===== config.mk =====
export PLATFORM = sky130hd
export DESIGN_NAME = serial_irq_mask_nmi_select_softint
export DESIGN_NICKNAME = d
export VERILOG_FILES = /design/src/design/irq_sel_pkg.sv /design/src/design/axil_port.sv /design/src/design/irq_gate.sv /design/src/design/serial_irq_mask_nmi_select_softint.sv
export SDC_FILE = /design/constraint.sdc
export NUM_CORES = 1
export LEC_CHECK = 0
export ABC_AREA = 0
export BUFFER_PORTS_ARGS = -buffer_cell sky130_fd_sc_hd__buf_2
export CAP_MARGIN = 20
export CORE_MARGIN = 8
export CORE_UTILIZATION = 45
export DETAILED_ROUTE_END_ITERATION = 10
export GPL_TIMING_DRIVEN = 0
export PLACE_DENSITY = 0.76
export SYNTH_ARGS = -nofsm -noshare
export SYNTH_HDL_FRONTEND = slang
export SYNTH_SLANG_ARGS = --single-unit

===== constraint.sdc =====
create_clock -name aclk -period 2.3 [get_ports aclk]
set_clock_uncertainty 0.15 [all_clocks]
set_input_delay 0.23 -clock aclk [delete_from_list [all_inputs] [get_ports aclk]]
set_output_delay 0.23 -clock aclk [all_outputs]
set_load 0.1 [all_outputs]

===== src/design/irq_sel_pkg.sv =====
// Package: register map, field layouts and carrier types for the serial mask / battery route / soft irq block
package irq_sel_pkg;

  // Printed register offsets are not all multiples of four, so they are kept as word indices
  localparam logic [31:0] SER_MASK_IDX = 32'h0b000096;
  localparam logic [31:0] BATT_ROUTE_IDX = 32'h0b000098;
  localparam logic [31:0] SOFT_IRQ_IDX = 32'h0b00009a;
  localparam logic [31:0] EVT_STATUS_IDX = 32'h0b00009c;
  localparam logic [31:0] EVT_MASK_IDX = 32'h0b00009e;

  // Byte addresses are four times the index
  localparam logic [31:0] SER_MASK_ADDR = {SER_MASK_IDX[29:0], 2'b00};
  localparam logic [31:0] BATT_ROUTE_ADDR = {BATT_ROUTE_IDX[29:0], 2'b00};
  localparam logic [31:0] SOFT_IRQ_ADDR = {SOFT_IRQ_IDX[29:0], 2'b00};
  localparam logic [31:0] EVT_STATUS_ADDR = {EVT_STATUS_IDX[29:0], 2'b00};
  localparam logic [31:0] EVT_MASK_ADDR = {EVT_MASK_IDX[29:0], 2'b00};

  // Writable bits of each register; everything else is reserved and reads zero
  localparam logic [15:0] SER_MASK_WMASK = 16'h3fff;
  localparam logic [15:0] ONE_BIT_WMASK = 16'h0001;
  localparam logic [15:0] EVT_WMASK = 16'h0007;

  // Reset values
  localparam logic [15:0] SER_MASK_RESET = 16'h0000;
  localparam logic [15:0] ONE_BIT_RESET = 16'h0000;
  localparam logic [2:0] EVT_RESET = 3'h0;

  // Serial mask field positions
  localparam int DBG_RX_ERROR_EN = 13;
  localparam int DBG_RX_DONE_EN = 12;
  localparam int DBG_TX_DONE_EN = 11;
  localparam int BREAK_DETECT_EN = 10;
  localparam int FRAMING_ERROR_EN = 9;
  localparam int CHAR_RX_LOST_EN = 5;
  localparam int CHAR_RX_DONE_EN = 4;
  localparam int RX_DMA_PAGE2_EN = 3;
  localparam int RX_DMA_PAGE1_EN = 2;
  localparam int TX_DMA_PAGE2_EN = 1;
  localparam int TX_DMA_PAGE1_EN = 0;
  localparam int SER_SRC_W = 14;

  // Event status bit positions
  localparam int EVT_SERIAL = 0;
  localparam int EVT_BATTERY = 1;
  localparam int EVT_SOFT = 2;

  // AXI response codes
  localparam logic [1:0] RESP_OKAY = 2'h0;
  localparam logic [1:0] RESP_SLVERR = 2'h2;

  // Register selector
  typedef enum logic [2:0] {
    SEL_NONE = 3'b000,
    SEL_SER_MASK = 3'b001,
    SEL_BATT_ROUTE = 3'b010,
    SEL_SOFT_IRQ = 3'b011,
    SEL_EVT_STATUS = 3'b100,
    SEL_EVT_MASK = 3'b101
  } reg_sel_t;

  // Write request handed from the bus port to the register file
  typedef struct packed {
    logic [31:0] addr;
    logic [31:0] data;
    logic [3:0] strb;
  } wr_req_t;

  // Address decode, used for writes, reads and responses
  function automatic reg_sel_t decode_addr(input logic [31:0] addr);
    reg_sel_t sel;
    sel = SEL_NONE;
    if (addr == SER_MASK_ADDR) begin
      sel = SEL_SER_MASK;
    end else if (addr == BATT_ROUTE_ADDR) begin
      sel = SEL_BATT_ROUTE;
    end else if (addr == SOFT_IRQ_ADDR) begin
      sel = SEL_SOFT_IRQ;
    end else if (addr == EVT_STATUS_ADDR) begin
      sel = SEL_EVT_STATUS;
    end else if (addr == EVT_MASK_ADDR) begin
      sel = SEL_EVT_MASK;
    end
    return sel;
  endfunction

  // Byte-lane merge into a 16-bit register, keeping reserved bits at zero
  function automatic logic [15:0] merge16(input logic [15:0] old, input logic [31:0] data,
                                          input logic [3:0] strb, input logic [15:0] wmask);
    logic [15:0] v;
    v = old;
    if (strb[0]) begin
      v[7:0] = data[7:0];
    end
    if (strb[1]) begin
      v[15:8] = data[15:8];
    end
    return v & wmask;
  endfunction

endpackage


===== src/design/axil_port.sv =====
// AXI4-Lite slave front end: channel handshakes, write/read strobes toward the register file
module axil_port
  import irq_sel_pkg::*;
(
  // Clock, reset, enable
  input wire logic aclk,
  input wire logic aresetn,
  input wire logic ce,
  // Write address and data
  input wire logic awvalid,
  output logic awready,
  input wire logic [31:0] awaddr,
  input wire logic wvalid,
  output logic wready,
  input wire logic [31:0] wdata,
  input wire logic [3:0] wstrb,
  // Write response
  output logic bvalid,
  input wire logic bready,
  output logic [1:0] bresp,
  // Read address and data
  input wire logic arvalid,
  output logic arready,
  input wire logic [31:0] araddr,
  output logic rvalid,
  input wire logic rready,
  output logic [31:0] rdata,
  output logic [1:0] rresp,
  // Register file side
  output logic wr_stb,
  output wr_req_t wr_req,
  output logic rd_stb,
  output logic [31:0] rd_addr,
  input wire logic [31:0] rd_data
);

  logic aw_held_r; // Address captured, waiting for data
  logic w_held_r; // Data captured, waiting for address

  // Write channels: either order, one write in flight
  always_ff @(posedge aclk) begin
    if (!aresetn) begin
      awready <= 1'b1;
      wready <= 1'b1;
      aw_held_r <= 1'b0;
      w_held_r <= 1'b0;
      wr_stb <= 1'b0;
      bvalid <= 1'b0;
      bresp <= RESP_OKAY;
      wr_req <= '0;
    end else if (ce) begin
      wr_stb <= 1'b0;
      if (awvalid && awready) begin
        wr_req.addr <= awaddr;
        awready <= 1'b0;
        aw_held_r <= 1'b1;
      end
      if (wvalid && wready) begin
        wr_req.data <= wdata;
        wr_req.strb <= wstrb;
        wready <= 1'b0;
        w_held_r <= 1'b1;
      end
      // Both halves present: commit and answer
      if (aw_held_r && w_held_r && !bvalid) begin
        wr_stb <= 1'b1;
        bvalid <= 1'b1;
        bresp <= (decode_addr(wr_req.addr) == SEL_NONE) ? RESP_SLVERR : RESP_OKAY;
        aw_held_r <= 1'b0;
        w_held_r <= 1'b0;
      end
      // Reopen only after the response is taken
      if (bvalid && bready) begin
        bvalid <= 1'b0;
        awready <= 1'b1;
        wready <= 1'b1;
      end
    end
  end

  // Read channel: strobe one cycle, data the next
  always_ff @(posedge aclk) begin
    if (!aresetn) begin
      arready <= 1'b1;
      rd_stb <= 1'b0;
      rd_addr <= 32'h0000_0000;
      rvalid <= 1'b0;
      rdata <= 32'h0000_0000;
      rresp <= RESP_OKAY;
    end else if (ce) begin
      rd_stb <= 1'b0;
      if (arvalid && arready) begin
        rd_addr <= araddr;
        arready <= 1'b0;
        rd_stb <= 1'b1;
      end
      if (rd_stb) begin
        rvalid <= 1'b1;
        rdata <= rd_data;
        rresp <= (decode_addr(rd_addr) == SEL_NONE) ? RESP_SLVERR : RESP_OKAY;
      end
      if (rvalid && rready) begin
        rvalid <= 1'b0;
        arready <= 1'b1;
      end
    end
  end

endmodule


===== src/design/irq_gate.sv =====
// Per-bit enable gating of two source vectors, OR-combined into one registered request
module irq_gate #(
  parameter int N = 14
) (
  // Clock, reset, enable
  input wire logic aclk,
  input wire logic aresetn,
  input wire logic ce,
  // Sources and enables
  input wire logic [N-1:0] src_a,
  input wire logic [N-1:0] src_b,
  input wire logic [N-1:0] enable,
  // Combined request
  output logic req
);

  // Refuse widths the logic cannot serve, at elaboration rather than at run time
  if (N < 1 || N > 16) begin : g_bad_n
    $error("irq_gate: N out of range");
  end

  logic [N-1:0] pass; // Enabled sources, one per bit

  // A source passes only when its raw level and enable are both one
  for (genvar i = 0; i < N; i++) begin : g_bit
    assign pass[i] = (src_a[i] | src_b[i]) & enable[i];
  end

  // Registered OR so the request is glitch free
  always_ff @(posedge aclk) begin
    if (!aresetn) begin
      req <= 1'b0;
    end else if (ce) begin
      req <= |pass;
    end
  end

endmodule


===== src/design/serial_irq_mask_nmi_select_softint.sv =====
// Serial second-level masks, battery interrupt routing and software interrupt, with AXI4-Lite access
//
// Our own choice: the AXI4-Lite interface to the registers.
module serial_irq_mask_nmi_select_softint
  import irq_sel_pkg::*;
#(
  parameter int SER_W = SER_SRC_W
) (
  // Clock, reset, enable
  input wire logic aclk,
  input wire logic aresetn,
  input wire logic ce,
  // AXI4-Lite write address and data
  input wire logic awvalid,
  output logic awready,
  input wire logic [31:0] awaddr,
  input wire logic wvalid,
  output logic wready,
  input wire logic [31:0] wdata,
  input wire logic [3:0] wstrb,
  // AXI4-Lite write response
  output logic bvalid,
  input wire logic bready,
  output logic [1:0] bresp,
  // AXI4-Lite read
  input wire logic arvalid,
  output logic arready,
  input wire logic [31:0] araddr,
  output logic rvalid,
  input wire logic rready,
  output logic [31:0] rdata,
  output logic [1:0] rresp,
  // Raw interrupt sources
  input wire logic [SER_W-1:0] ser_raw,
  input wire logic [SER_W-1:0] dbg_ser_raw,
  input wire logic batt_low,
  // Processor requests
  output logic cpu_irq_line_zero,
  output logic cpu_nmi,
  // Block event interrupt
  output logic irq
);

  // The mask register has exactly fourteen usable bits; refused at elaboration
  if (SER_W != SER_SRC_W) begin : g_bad_width
    $error("serial width must match the mask register");
  end

  logic wr_stb; // One-cycle write commit
  wr_req_t wr_req; // Captured write
  logic rd_stb; // One-cycle read strobe
  logic [31:0] rd_addr; // Captured read address
  logic [31:0] rd_data; // Read mux result
  reg_sel_t wr_sel; // Decoded write target
  reg_sel_t rd_sel; // Decoded read target
  logic [15:0] ser_mask_r; // Serial enables
  logic [15:0] route_r; // Battery routing, bit zero only
  logic [15:0] soft_r; // Software interrupt, bit zero only
  logic [2:0] evt_status_r; // Sticky events
  logic [2:0] evt_mask_r; // Event enables
  logic [2:0] evt_nxt; // Next sticky value
  logic ser_req; // Gated serial request
  logic ser_req_prev_r; // For rising detect
  logic batt_prev_r; // For rising detect
  logic soft_set; // Software writes one
  logic soft_wr; // Write to soft register with byte lane zero

  // Bus slave front end
  axil_port u_port (
    .aclk(aclk),
    .aresetn(aresetn),
    .ce(ce),
    .awvalid(awvalid),
    .awready(awready),
    .awaddr(awaddr),
    .wvalid(wvalid),
    .wready(wready),
    .wdata(wdata),
    .wstrb(wstrb),
    .bvalid(bvalid),
    .bready(bready),
    .bresp(bresp),
    .arvalid(arvalid),
    .arready(arready),
    .araddr(araddr),
    .rvalid(rvalid),
    .rready(rready),
    .rdata(rdata),
    .rresp(rresp),
    .wr_stb(wr_stb),
    .wr_req(wr_req),
    .rd_stb(rd_stb),
    .rd_addr(rd_addr),
    .rd_data(rd_data)
  );

  assign wr_sel = decode_addr(wr_req.addr);
  assign rd_sel = decode_addr(rd_addr);
  // Only byte lane zero carries the soft bit
  assign soft_wr = wr_stb && (wr_sel == SEL_SOFT_IRQ) && wr_req.strb[0];
  assign soft_set = soft_wr && wr_req.data[0];

  // Serial mask register; same enables serve both serial units
  always_ff @(posedge aclk) begin
    if (!aresetn) begin
      ser_mask_r <= SER_MASK_RESET;
    end else if (ce && wr_stb && wr_sel == SEL_SER_MASK) begin
      ser_mask_r <= merge16(ser_mask_r, wr_req.data, wr_req.strb, SER_MASK_WMASK);
    end
  end

  // Battery routing bit, NMI after reset
  always_ff @(posedge aclk) begin
    if (!aresetn) begin
      route_r <= ONE_BIT_RESET;
    end else if (ce && wr_stb && wr_sel == SEL_BATT_ROUTE) begin
      route_r <= merge16(route_r, wr_req.data, wr_req.strb, ONE_BIT_WMASK);
    end
  end

  // Software interrupt: set only by software writes, cleared by a software write of zero or by reset
  always_ff @(posedge aclk) begin
    if (!aresetn) begin
      soft_r <= ONE_BIT_RESET;
    end else if (ce && soft_wr) begin
      soft_r <= {15'h0000, wr_req.data[0]};
    end
  end

  // Event mask register
  always_ff @(posedge aclk) begin
    if (!aresetn) begin
      evt_mask_r <= EVT_RESET;
    end else if (ce && wr_stb && wr_sel == SEL_EVT_MASK) begin
      evt_mask_r <= wr_req.data[2:0];
    end
  end

  // Serial gating: raw AND enable per bit, OR over both units
  irq_gate #(
    .N(SER_W)
  ) u_gate (
    .aclk(aclk),
    .aresetn(aresetn),
    .ce(ce),
    .src_a(ser_raw),
    .src_b(dbg_ser_raw),
    .enable(ser_mask_r[SER_W-1:0]),
    .req(ser_req)
  );

  // Processor request lines, each straight from a flip-flop
  always_ff @(posedge aclk) begin
    if (!aresetn) begin
      cpu_irq_line_zero <= 1'b0;
      cpu_nmi <= 1'b0;
    end else if (ce) begin
      cpu_irq_line_zero <= ser_req | soft_r[0] | (batt_low & route_r[0]);
      cpu_nmi <= batt_low & ~route_r[0];
    end
  end

  // Edge history for the event detectors
  always_ff @(posedge aclk) begin
    if (!aresetn) begin
      ser_req_prev_r <= 1'b0;
      batt_prev_r <= 1'b0;
    end else if (ce) begin
      ser_req_prev_r <= ser_req;
      batt_prev_r <= batt_low;
    end
  end

  // Sticky events; a set in the clearing read's cycle survives
  always_comb begin
    evt_nxt = evt_status_r;
    if (rd_stb && rd_sel == SEL_EVT_STATUS) begin
      evt_nxt = EVT_RESET;
    end
    if (ser_req && !ser_req_prev_r) begin
      evt_nxt[EVT_SERIAL] = 1'b1;
    end
    if (batt_low && !batt_prev_r) begin
      evt_nxt[EVT_BATTERY] = 1'b1;
    end
    if (soft_set) begin
      evt_nxt[EVT_SOFT] = 1'b1;
    end
  end

  // Status register and level interrupt
  always_ff @(posedge aclk) begin
    if (!aresetn) begin
      evt_status_r <= EVT_RESET;
      irq <= 1'b0;
    end else if (ce) begin
      evt_status_r <= evt_nxt;
      irq <= |(evt_nxt & evt_mask_r);
    end
  end

  // Read mux; reserved bits come back zero
  always_comb begin
    rd_data = 32'h0000_0000;
    if (rd_sel == SEL_SER_MASK) begin
      rd_data = {16'h0000, ser_mask_r & SER_MASK_WMASK};
    end else if (rd_sel == SEL_BATT_ROUTE) begin
      rd_data = {16'h0000, route_r & ONE_BIT_WMASK};
    end else if (rd_sel == SEL_SOFT_IRQ) begin
      rd_data = {16'h0000, soft_r & ONE_BIT_WMASK};
    end else if (rd_sel == SEL_EVT_STATUS) begin
      rd_data = {29'h0000_0000, evt_status_r};
    end else if (rd_sel == SEL_EVT_MASK) begin
      rd_data = {29'h0000_0000, evt_mask_r};
    end
  end
endmodule


## After elaboration in Yosys (flattened, before gate mapping)

Cells that the tools add are included.

- Add/subtract/negate cells: 0
- Multipliers: 0
- Divide/modulo/power cells: 0
- Magnitude comparators: 0
- Equality and inequality tests: 19
- Shifts and indexed selects: 0
- Multiplexer cells: 43
- Bitwise operators: 34
- Reductions and logical operators: 47

Operator list:

| operator | number |
|---|---|
| $eq 32x30->1 const B | 10 |
| $mux 3 | 21 |
| $reduce_and 2->1 | 15 |
| $mux 1 | 19 |
| $logic_and 1x1->1 | 18 |
| $and 1x1->1 | 16 |
| $or 1x1->1 | 16 |
| $mux 14 | 1 |
| $reduce_bool 2->1 | 7 |
| $reduce_or 14->1 | 1 |
| $eq 3x2->1 const B | 4 |
| $eq 3x3->1 const B | 3 |
| $eq 3x1->1 const B | 2 |
| $logic_not 3->1 | 2 |
| $mux 2 | 2 |
| $and 3x3->3 | 1 |
| $logic_not 1->1 | 3 |
| $reduce_or 3->1 | 1 |
| $not 1->1 | 1 |

- Register bits after elaboration: 153
- Bits in latches: 0
- Bits in writable memories: 0
- ROM bits: 0
- Bits of input ports: 137
- Word-level logic and storage cells: 171
- Memories kept: 0

## Depth between registers and ports, before layout

Gate-level depths: netlist of run 1.

- Word-level depth: 13
- Gate-level depth with buffers: 6
- Depth with buffers taken out: 5

## By module

From an unflattened synthesis of run 1, not the netlist that was laid out.

- Cell total of the unflattened synthesis: 856
- Area total of the unflattened synthesis: 7219.4 um^2

Modules (own cells, without submodules):

| module | instances | cells an instance | area an instance (um^2) | sequential area each (um^2) |
|---|---|---|---|---|
| axil_port | 1 | 650 | 5451.5 | 2862.7 |
| serial_irq_mask_nmi_select_softint | 1 | 184 | 1635.3 | 540.5 |
| irq_gate | 1 | 22 | 132.6 | 20.0 |

## Least setup slack after synthesis of run 1

OpenSTA, ideal clock, no wires.

- Path kind: register to register
- Start: register u_port.wready
- End: register, netlist name u_port.wr_req[17]
- Library setup time: 71 ps
- Arrival: 1913 ps
- Required time: 2079 ps
- Setup slack: 166 ps
- Cell stages (with the launch flop): 6
- Buffers on the path: 2
- Cell sequence: dfxtp_1 > and3_1 > clkbuf_1 > clkbuf_1 > nand2_1 > a21oi_1

- Cells in the longest elaborated chain, start to end: 2

Ends and longest elaborated chain:

| what | line | RTL |
|---|---|---|
| start: declaration | axil_port.sv:14 | `output logic wready,` |
| start signal: assignment | axil_port.sv:44 | `wready <= 1'b1;` |
| start signal: assignment | axil_port.sv:61 | `wready <= 1'b0;` |
| start signal: assignment | axil_port.sv:76 | `wready <= 1'b1;` |
| $logic_and 1x1->1 | axil_port.sv:58 | `if (wvalid && wready) begin` |
| $reduce_and 2->1 (no line) | -- |  |

No other way between the ends.
A chain may end at the register's enable or synchronous reset.

## Worst setup path after layout of run 1

- Start: register, netlist name u_port.wr_req[56]
- End: register ser_mask_r[8]

- Cells in the longest elaborated chain, start to end: 9

Ends and longest elaborated chain:

| what | line | RTL |
|---|---|---|
| $eq 32x30->1 | irq_sel_pkg.sv:80 | `end else if (addr == EVT_MASK_ADDR) begin` |
| $mux 3 | irq_sel_pkg.sv:80 |  |
| $mux 3 | irq_sel_pkg.sv:78 | `end else if (addr == EVT_STATUS_ADDR) begin` |
| $mux 3 | irq_sel_pkg.sv:76 | `end else if (addr == SOFT_IRQ_ADDR) begin` |
| $mux 3 | irq_sel_pkg.sv:74 | `end else if (addr == BATT_ROUTE_ADDR) begin` |
| $mux 3 * | irq_sel_pkg.sv:72 | `if (addr == SER_MASK_ADDR) begin` |
| $eq 3x1->1 * | serial_irq_mask_nmi_select_softint.sv:107 | `end else if (ce && wr_stb && wr_sel == SEL_SER_MASK) begin` |
| $logic_and 1x1->1 * | serial_irq_mask_nmi_select_softint.sv:107 |  |
| $reduce_and 2->1 (no line) * | -- |  |
| end signal: assignment | serial_irq_mask_nmi_select_softint.sv:108 | `ser_mask_r <= merge16(ser_mask_r, wr_req.data, wr_req.strb, SER_MASK_WMASK);` |
| end: declaration | serial_irq_mask_nmi_select_softint.sv:56 | `logic [15:0] ser_mask_r;` |

Mark *: on every way between the ends. The rest lies on a longest branch, timed or not.

==> summary.md, run 1 <==
| Metric | Value |
|---|---|
| Status | `finished clean` |
| Final Hold Vio Count | `0` |
| Total power | `slightly below 6 mW` |
| Yosys top cell area share | `between 50% and 60%` |
| Peak supply drop | `about 420 uV` |
| Slew of the pin with the lowest slew margin | `between 0.6 and 0.7 ns` |
| Pleak | `about 3.2 nW` |
| Mapped Cells | `646` |
| Fillers | `900` |
| Clk slew on worst S/H paths | `0.06 ns` |
| Wire length per cell | `15.6 um` |
| Routability cong. | `~0.79` |
| Asr flop ratio synth | `0%` |
| Top post-synthesis cells by area | `dfxtp_1, nand2_1, a21oi_1` |
| Post-route insts no fill | `1071` |
| Pre-CTS WS | `-0.0870 ns` |
| CTS root buffer | `clkbuf_16` |
| Avg Cell Area, Syn | `8.18 um2` |
| Core ar. | `between 10000 and 15000 um2` |
| Initial Util | `a little under half` |
| Tmin final | `2.17 ns` |
| Largest area contributor in the netlist | `dfxtp_1` |
| Initial antenna violation count | `2` |
| Vias | `5447` |
| Max-slew headroom | `a little under three fifths` |
| I/O Buffers | `between 100 and 150` |
| Die Area | `15500 um2` |
| CTS H-tree lvls | `4` |
| Pins over their slew limit | `0` |
| # nets final | `roughly 1.0k` |
| DR pass1 iterations | `5` |
| CTS tree | `yes` |
| Row count | `39` |
| Max Clock Freq | `around 460 MHz` |
| CP required | `roughly 2.5 ns` |
| Cells after DPL | `around 950` |
| Final wirelength | `approximately 17 mm` |
| Sink Count | `133` |
| DR DRC count | `0` |
| Number of global-route vias before repair | `about 5.6k` |
| First-pass GRT wire length | `27.2 mm` |
| Hold Crit Class | `in -> reg` |
| Synth unique cells | `between 40 and 50` |
| Setup violators final | `0` |
| CTS max path bufs | `2` |
| Clk_lat worst skew | `approximately 0.42 ns` |
| Primary FF master, synth | `dfxtp_1` |
| Period utilization | `between 90% and 100%` |
| Share of post-route cells with drive strength above 1 | `between 20 and 25%` |
| Post-DRT Antenna Nets | `0` |
| Final core occ | `67.5%` |
| CP endpoint kind | `flip-flop` |
| Post-route setup slack | `between 0.1 and 0.15 ns` |
| CTS buffer count | `17` |
| Critical path class | `reg -> reg` |
| Seq/Total Area, Yosys | `around half` |
| Max-cap violations | `0` |
| Congestion Overflow GR | `0` |
| Register bit total from synthesis | `between 100 and 150` |
| Post-synth EDFFs | `0` |
| Area grow syn2layout | `46.4%` |
| CP Max Fanout | `8` |
| Vias per cell | `between 5 and 6` |
| DIE WIDTH | `approximately 120 um` |
| Setup crit start kind | `flip-flop` |
| YS warnings | `0` |
| Pwr Density | `between 700 and 800 nW/um2` |
| Largest net degree at the start of global routing | `17` |
| DPL Wire Length | `approximately 11 mm` |
| Final setup TNS | `0 ns` |
| Overall global routing resource usage | `approximately a fifth` |
| I/O pin count | `181` |
| Die height | `124 um` |
| DR iter-0 viols | `370` |
| Synthesized area | `5290 um2` |
| Critical path arrival | `about 2.4 ns` |
## path summary, 6_finish.rpt
path / from / to / slack [ns] / cells past startpoint
worst min-delay path: aresetn / evt_mask_r[0]$_SDFFE_PN0P_ / 0.05 / 3
worst max register to register: u_port.wr_req[56]$_SDFFE_PN0P_ / ser_mask_r[8]$_SDFFE_PN0P_ / 0.13 / 7
worst max-delay path: u_port.wr_req[56]$_SDFFE_PN0P_ / ser_mask_r[8]$_SDFFE_PN0P_ / 0.13 / 7
worst min register to register: u_port.rd_addr[27]$_SDFFE_PN0P_ / u_port.rd_addr[27]$_SDFFE_PN0P_ / 0.30 / 2
## state kept, by name, summed over array words and instances, names as in the netlist, 3 cells and up
signal / count
evt_status_r: 3
evt_mask_r: 3
u_port.wr_req: 48
u_port.rdata: 14
ser_mask_r: 14
u_port.rd_addr: 32
## cell usage after synthesis, types with 3 or more instances
| library cell | count |
|---|---|
| clkbuf_1 | 36 |
| and3_1 | 3 |
| nor2_1 | 18 |
| nor3_1 | 4 |
| nand3b_1 | 4 |
| a21o_1 | 3 |
| nor2b_1 | 5 |
| nand3_1 | 7 |
| a22oi_1 | 3 |
| a22o_1 | 11 |
| nor4_1 | 7 |
| buf_4 | 20 |
| dfxtp_1 | 133 |
| mux2i_1 | 19 |
| inv_1 | 4 |
| a21oi_1 | 91 |
| nand4_1 | 7 |
| o21ai_0 | 17 |
| nand2_1 | 214 |
| mux2_2 | 3 |
## what timing repair did
action / 4_1_cts / 5_1_grt
gates resized for setup: 1 / 3
hold endpoints to repair: 86 / 0
hold buffers: 86 / 0
buffers inserted: 1 / 1
endpoints found under the setup margin: 19 / 16
pin swaps: 2 / 1
## cell families (layout without fill, tap and decap cells)
family	count (synthesis)	count (layout)	share of synthesized area (%)
flops	133	133	50.4
simple gates	285	285	23.6
mux	22	22	4.24
buf+inv	63	323	6.04
compound gates	142	142	15.7
other cells	1	23	0.0709
## final cells by class
| type | count | area (um2) | area share, % |
|---|---|---|---|
| inverter | 5 | 18.8 | 0.243 |
| buffer | 58 | 302 | 3.90 |
| sequential | 133 | 2660 | 34.4 |
| timing repair buffer | 228 | 1600 | 20.7 |
| clock buffer | 19 | 453 | 5.85 |
| antenna | 3 | 7.51 | 0.0970 |
| clock inverter | 13 | 126 | 1.63 |
| tap | 143 | 179 | 2.31 |
| multi-input combinational | 469 | 2390 | 30.9 |
## power by group
part | switching, mW | leakage [nW] | internal [mW]
clock network | 1.05 | 0.272 | 1.55
registers | 0.0523 | 1.08 | 2.39
logic | 0.459 | 1.85 | 0.285
## worst max-delay path, cell delays in order (launching register included)
cell	delay, ns
dfxtp_1	0.32
nor4_2	0.28
nand2_1	0.08
or4_1	0.54
buf_6	0.16
nor3_4	0.21
buf_12	0.15
mux2i_1	0.20
## placed cells by master (no fill, tap or decap), drive strengths merged, types with 3 or more instances in the layout
master and count:
nor2 18, a21o 3, nand3 7, clkbuf 55
mux2 3, diode 3, nand2 214, conb 20
o21ai 17, and3 3, nand4 7, clkinv 6
nor3 6, dlygate4sd3 86, nor4 9, nor2b 5
a21oi 91, a22oi 3, clkinvlp 4, buf 164
mux2i 19, nand3b 4, a22o 11, dfxtp 133
inv 7
## through the flow
stage               cell area [um2]  hold WS (ns)
CTS                            7700        0.0488
global route                   7730        0.0953
floorplan                      5360         0.216
finish                         7740        0.0538
global placement               6240         0.290
detailed placement             6240         0.293
## metal layers
layer | up-vias | track usage (%) | routed length, um
li1 | 2698 | - | -
met1 | 2484 | 23.2 | 6710
met2 | 211 | 35.5 | 8220
met3 | 54 | 7.15 | 1120
met4 | 0 | 11.1 | 608
met5 | - | 0 | 0
No activity file was read; power rests on OpenSTA's default activity.
==> run 2: changes to the inputs <==
==> constraint.sdc (replaced) <==
create_clock -name aclk -period 2.3 [get_ports aclk]
set_clock_uncertainty 0.15 [all_clocks]
set_input_delay 0.115 -clock aclk [delete_from_list [all_inputs] [get_ports aclk]]
set_output_delay 0.115 -clock aclk [all_outputs]
set_load 0.1 [all_outputs]
==> summary.md, run 2 (synthesis gave the netlist of run 1 again) <==
| Metric | Value |
|---|---|
| Status | `finished clean` |
| Largest net degree at the start of global routing | `17 (unchanged)` |
| DPL Wire Length | `10.7 mm (unchanged)` |
| Peak supply drop | `420 uV (-0.21%)` |
| Critical path class | `reg -> reg` |
| Initial antenna violation count | `2 (unchanged)` |
| CP max-delay cell | `or4_1` |
| Routability cong. | `0.792 (unchanged)` |
| Congestion Overflow GR | `0 (unchanged)` |
| Initial Util | `46.1% (unchanged)` |
| I/O Buffers | `140 (unchanged)` |
| Pleak | `3.26 nW (+1.8%)` |
| Final Hold Vio Count | `0 (unchanged)` |
| First-pass GRT wire length | `27.4 mm (+0.74%)` |
| Slew of the pin with the lowest slew margin | `0.575 ns (-0.0757 ns)` |
| Hold Crit Class | `in -> reg` |
| Number of global-route vias before repair | `5598 (+0.36%)` |
| Post-route insts no fill | `1090 (+1.8%)` |
| Tmin final | `2.19 ns (+0.0157 ns)` |
| CTS buffer count | `17 (unchanged)` |
| Area grow syn2layout | `50.1%` |
| CTS root buffer | `clkbuf_16` |
| Critical path arrival | `2.32 ns (-0.05 ns)` |
| Clk_lat worst skew | `0.42 ns (about the same)` |
| Vias | `5513 (+1.2%)` |
| Final wirelength | `17.0 mm (+2.1%)` |
| Top reg by flops | `u_port.wr_req` |
| DR DRC count | `0 (unchanged)` |
| Largest register FFs | `48 (unchanged)` |
| CP Max Fanout | `8 (unchanged)` |
| DR iter-0 viols | `385 (+4.1%)` |
| Setup violators final | `0 (unchanged)` |
| GR Util met2 | `36.8% (+1.3 points)` |
| Pwr Density | `731 nW/um2 (-2.3%)` |
| Slowest stage delay, CP | `0.54 ns (about the same)` |
| Max-slew headroom | `61.7% (+5.0 points)` |
| Share of post-route cells with drive strength above 1 | `21.9% (-0.45 points)` |
| Core ar. | `11500 um2 (unchanged)` |
| Sink Count | `133 (unchanged)` |
| CP endpoint kind | `flip-flop` |
| Die Area | `15500 um2 (unchanged)` |
| Row count | `39 (unchanged)` |
| R2r setup slk | `0.11 ns (-0.02 ns)` |
| DR pass1 iterations | `6 (+1)` |
| Most common cell after layout, fill and taps aside | `nand2_1` |
| Period utilization | `95.1% (+0.68 points)` |
| # nets final | `1068 (+1.8%)` |
| Most frequent cells in the layout | `nand2_1, buf_2, dfxtp_1` |
| Post-DRT Antenna Nets | `0 (unchanged)` |
| CP required | `2.43 ns (-0.07 ns)` |
| Clk slew on worst S/H paths | `0.06 ns (about the same)` |
| Busiest grt layer | `met2` |
| CTS max path bufs | `2 (unchanged)` |
| Wire length per cell | `15.6 um (+0.37%)` |
| Overall global routing resource usage | `21.4% (+0.25 points)` |
| Max Clock Freq | `457 MHz (-0.72%)` |
| Worst path cell trace | `nor4_2 -> nand2_1 -> or4_1 -> buf_6 -> o311ai_0 -> o41ai_1` |
| Max-cap violations | `0 (unchanged)` |
| Met1 Use GR | `23.6% (+0.39 points)` |
| Met3 GRT Util | `6.68% (-0.47 points)` |
| CTS tree | `yes` |
| Pins over their slew limit | `0 (unchanged)` |
| Largest regs | `u_port.wr_req: 48 flops, u_port.rd_addr: 32 flops` |
| Die height | `124 um (unchanged)` |
| I/O pin count | `181 (unchanged)` |
| Vias per cell | `5.06 (-0.55%)` |
| Setup crit start kind | `flip-flop` |
| Fin Hold WS | `0.0293 ns (-0.0244 ns)` |
| CTS H-tree lvls | `4 (unchanged)` |
| Cells after DPL | `948 (unchanged)` |
| Final setup TNS | `0 ns (unchanged)` |
| DIE WIDTH | `124 um (unchanged)` |
==> run 2: cell types whose count changed in the layout (fill, tap and decap cells not counted) <==
cell	previous run	this run
buf_1	1	0
dlygate4sd3_1	86	106
==> run 2: timing repair <==
item / 4_1_cts / 5_1_grt
hold buffers: 106 / 0
resized for setup: 1 / 2
pin swaps: 2 / 1
gates cloned: 0 / 0
endpoints found under the setup margin: 19 / 19
endpoints found under the hold margin: 92 / 0
setup buffers: 1 / 1
==> run 2: per-stage QoR <==
step | power, mW | worst slack, ns | utilization, % | area, um2
after floorplan | 2.91 | 0.166 | - | 5360
after global placement | 3.08 | -0.0448 | 54.4 | 6240
after detailed placement | 3.09 | -0.0492 | 54.4 | 6240
after CTS | 5.80 | 0.0220 | 68.9 | 7900
after global routing | 5.99 | -0.0182 | 69.2 | 7930
final | 5.80 | 0.112 | 69.2 | 7930
==> run 2: report_power, final <==
group / leakage (nW) / internal [mW] / total [mW] / switching [mW]
Clock: 0.272 / 1.55 / 2.60 / 1.04
Combinational: 1.90 / 0.300 / 0.763 / 0.463
Sequential: 1.08 / 2.39 / 2.44 / 0.0524
==> run 2: per-layer routing <==
metal	vias to the layer above	wire length, um	part of all wire [%]
met5	-	0	0
li1	2736	-	-
met2	215	8510	50
met4	0	542	3.2
met3	49	1090	6.4
met1	2513	6870	40
==> run 2: layout make-up <==
cell class | instances | area (um2)
timing repair buffer | 248 | 1800
inverter | 5 | 18.8
sequential | 133 | 2660
fill | 879 | 3530
clock inverter | 13 | 126
buffer | 57 | 298
multi-input combinational | 469 | 2390
tap | 143 | 179
clock buffer | 19 | 453
antenna | 3 | 7.51
==> run 2: worst paths after layout <==
path / from / end / depth (start not counted)
hold / removal: dbg_ser_raw[13] / u_gate.req$_SDFFE_PN0P_ / 5
hold reg to reg: u_port.rd_addr[27]$_SDFFE_PN0P_ / u_port.rd_addr[27]$_SDFFE_PN0P_ / 2
setup / recovery: u_port.wr_req[56]$_SDFFE_PN0P_ / route_r[0]$_SDFFE_PN0P_ / 6
setup reg to reg: u_port.wr_req[56]$_SDFFE_PN0P_ / route_r[0]$_SDFFE_PN0P_ / 6
==> run 2: critical path: cells and delay by family, from the launching register on <==
family                 cells  cell delay, ns
buffers and inverters      1            0.16
AO/OA/AOI/OAI              2            0.52
AND/OR/NAND/NOR            3            0.90
flip-flops                 1            0.32
==> run 3: changes to the inputs <==
--- a/config.mk
+++ b/config.mk
@@ -13,6 +13,7 @@
 export DETAILED_ROUTE_END_ITERATION = 10
 export GPL_TIMING_DRIVEN = 0
 export PLACE_DENSITY = 0.76
+export REMOVE_ABC_BUFFERS = 1
 export SYNTH_ARGS = -nofsm -noshare
 export SYNTH_HDL_FRONTEND = slang
 export SYNTH_SLANG_ARGS = --single-unit
==> summary.md, run 3 (synthesis gave the netlist of run 1 again) <==
| Metric | Value |
|---|---|
| Status | `finished clean` |
| CP Max Fanout | `1 (-7)` |
| I/O Buffers | `140 (unchanged)` |
| Final core occ | `67.1% (-2.1 points)` |
| Core ar. | `11500 um2 (unchanged)` |
| Cells after DPL | `890 (-6.1%)` |
| Final wirelength | `15.5 mm (-8.7%)` |
| Clk_lat worst skew | `0.41 ns (about the same)` |
| Congestion Overflow GR | `0 (unchanged)` |
| DR pass1 iterations | `4 (-2)` |
| Max-cap violations | `0 (unchanged)` |
| Overall global routing resource usage | `19.6% (-1.8 points)` |
| Critical path class | `in -> reg` |
| Setup violators final | `0 (unchanged)` |
| Post-layout instance area | `7690 um2 (-3.1%)` |
| CTS tree | `yes` |
| Total power | `6.04 mW (+4.2%)` |
| Pre-CTS WS | `-0.354 ns (-0.305 ns)` |
| CTS max path bufs | `2 (unchanged)` |
| Initial Util | `46.1% (unchanged)` |
| Clk slew on worst S/H paths | `0.05 ns (about the same)` |
| Peak supply drop | `528 uV (+26%)` |
| Final Hold Vio Count | `0 (unchanged)` |
| Share of post-route cells with drive strength above 1 | `21.5% (-0.41 points)` |
| Crit path buf inv count | `4 (+3)` |
| Max Clock Freq | `435 MHz (-4.8%)` |
| Unrepaired setup endpoints after global routing | `yes` |
| Crit. Startpoint | `ser_raw[8]` |
| CTS root buffer | `clkbuf_16` |
| Pins over their slew limit | `0 (unchanged)` |
| CP max-delay cell | `dlygate4sd3_1` |
| DPL Wire Length | `9.15 mm (-14%)` |
| Setup crit start kind | `primary input` |
| Die height | `124 um (unchanged)` |
| Slowest stage delay, CP | `0.59 ns (+0.05 ns)` |
| I/O pin count | `181 (unchanged)` |
| Post-DRT Antenna Nets | `0 (unchanged)` |
| Slew of the pin with the lowest slew margin | `0.916 ns (+0.341 ns)` |
| Largest net degree at the start of global routing | `91 (+74)` |
| Register area | `2660 um2 (unchanged)` |
| DR DRC count | `0 (unchanged)` |
| DIE WIDTH | `124 um (unchanged)` |
| Largest regs | `u_port.wr_req: 48 flops, u_port.rd_addr: 32 flops` |
| Routability cong. | `0.790 (-0.27%)` |
| Die Area | `15500 um2 (unchanged)` |
| Tmin final | `2.30 ns (+0.111 ns)` |
| Vias | `5241 (-4.9%)` |
| Fin Hold WS | `0.0173 ns (-0.0120 ns)` |
| CP endpoint kind | `flip-flop` |
| Top reg by flops | `u_port.wr_req` |
| Pleak | `3.16 nW (-3.0%)` |
| Period utilization | `99.9% (+4.8 points)` |
| Crit-path leading delay family | `buffers and inverters` |
| CP most frequent cell | `dlygate4sd3_1` |
| Reg-to-Reg Start | `ser_mask_r[8]$_SDFFE_PN0P_` |
| Critical path arrival | `2.44 ns (+0.12 ns)` |
| Sink Count | `133 (unchanged)` |
| Hold Crit Class | `in -> reg` |
| Area of the multi-input gates | `2390 um2 (+0.21%)` |
| Fillers | `882 (+0.34%)` |
| Area grow syn2layout | `45.5%` |
| Most common cell after layout, fill and taps aside | `nand2_1` |
| Worst hold start | `dbg_ser_raw[12]` |
| First-pass GRT wire length | `25.6 mm (-6.4%)` |
| CTS buffer count | `17 (unchanged)` |
| CTS H-tree lvls | `4 (unchanged)` |
| Max-slew headroom | `38.9% (-23 points)` |
| Largest register FFs | `48 (unchanged)` |
| Row count | `39 (unchanged)` |
| CP required | `2.44 ns (about the same)` |
| Initial antenna violation count | `0 (-2)` |
| Most frequent cells in the layout | `nand2_1, buf_2, dfxtp_1` |
| Pwr Density | `786 nW/um2 (+7.6%)` |
| Ant diodes | `0 (-3)` |
| Wire length per cell | `15.1 um (-3.0%)` |
| Number of global-route vias before repair | `5294 (-5.4%)` |
| Area after DPL | `5940 um2 (-4.8%)` |
| Vias per cell | `5.11 (+1.0%)` |
| Final setup TNS | `0 ns (unchanged)` |
| Post-route setup slack | `0.00117 ns (-0.111 ns)` |
| Worst path cell trace | `dlygate4sd3_1 -> buf_2 -> o21ai_0 -> dlygate4sd3_1 -> nand3_1 -> dlygate4sd3_1 -> nor4_2 -> nor2_1` |
| DR iter-0 viols | `320 (-17%)` |
| # nets final | `1009 (-5.5%)` |
| Post-route insts no fill | `1026 (-5.9%)` |
-- run 3: cell types whose count changed in the layout (fill, tap and decap cells not counted), sizes merged --
cell and change:
buf -17, clkinvlp -3, bufinv +4, diode -3, dlygate4sd3 -6, inv -1, clkbuf -38
-- run 3: final cells by class --
cell class	count	share of cell area [%]
sequential	133	34.6
multi-input combinational	469	31.1
timing repair buffer	246	23.4
clock buffer	17	5.53
clock inverter	13	2.70
tap	143	2.33
inverter	5	0.277
-- run 3: per-layer routing --
metal,track usage (%),vias to the layer above,wire [um]
met1,21.8,2426,6450
met5,0,-,0
met3,6.98,22,1070
met4,6.09,0,207
met2,34.0,174,7810
li1,-,2619,-
-- run 3: worst reg2reg max path, stage by stage, from the launching register on --
cell	delay (ns)
dfxtp_1	0.33
o21ai_0	0.07
dlygate4sd3_1	0.56
nand3_1	0.07
dlygate4sd3_1	0.59
nor4_2	0.27
nor2_1	0.06
-- run 3: path summary, 6_finish.rpt --
path                                                   endpoint  slack, ns  cells after the start
worst max-delay path                    u_gate.req$_SDFFE_PN0P_      0.001                      8
worst max register to register          u_gate.req$_SDFFE_PN0P_       0.10                      6
worst min register to register  u_port.rd_addr[26]$_SDFFE_PN0P_       0.30                      2
worst min-delay path                    u_gate.req$_SDFFE_PN0P_       0.02                      5
-- run 3: timing repair --
action,4_1_cts,5_1_grt
hold endpoints to repair,89,0
endpoints found under the setup margin,15,30
setup buffers,2,0
cloned,0,0
hold buffers,100,0
resized for setup,1,5
pin swaps,2,0
-- run 3: power breakdown --
part	total [mW]	internal, mW	switching, mW
Sequential	2.44	2.39	0.0509
Clock	2.89	1.91	0.981
Combinational	0.713	0.269	0.443
Total	6.04	4.57	1.48
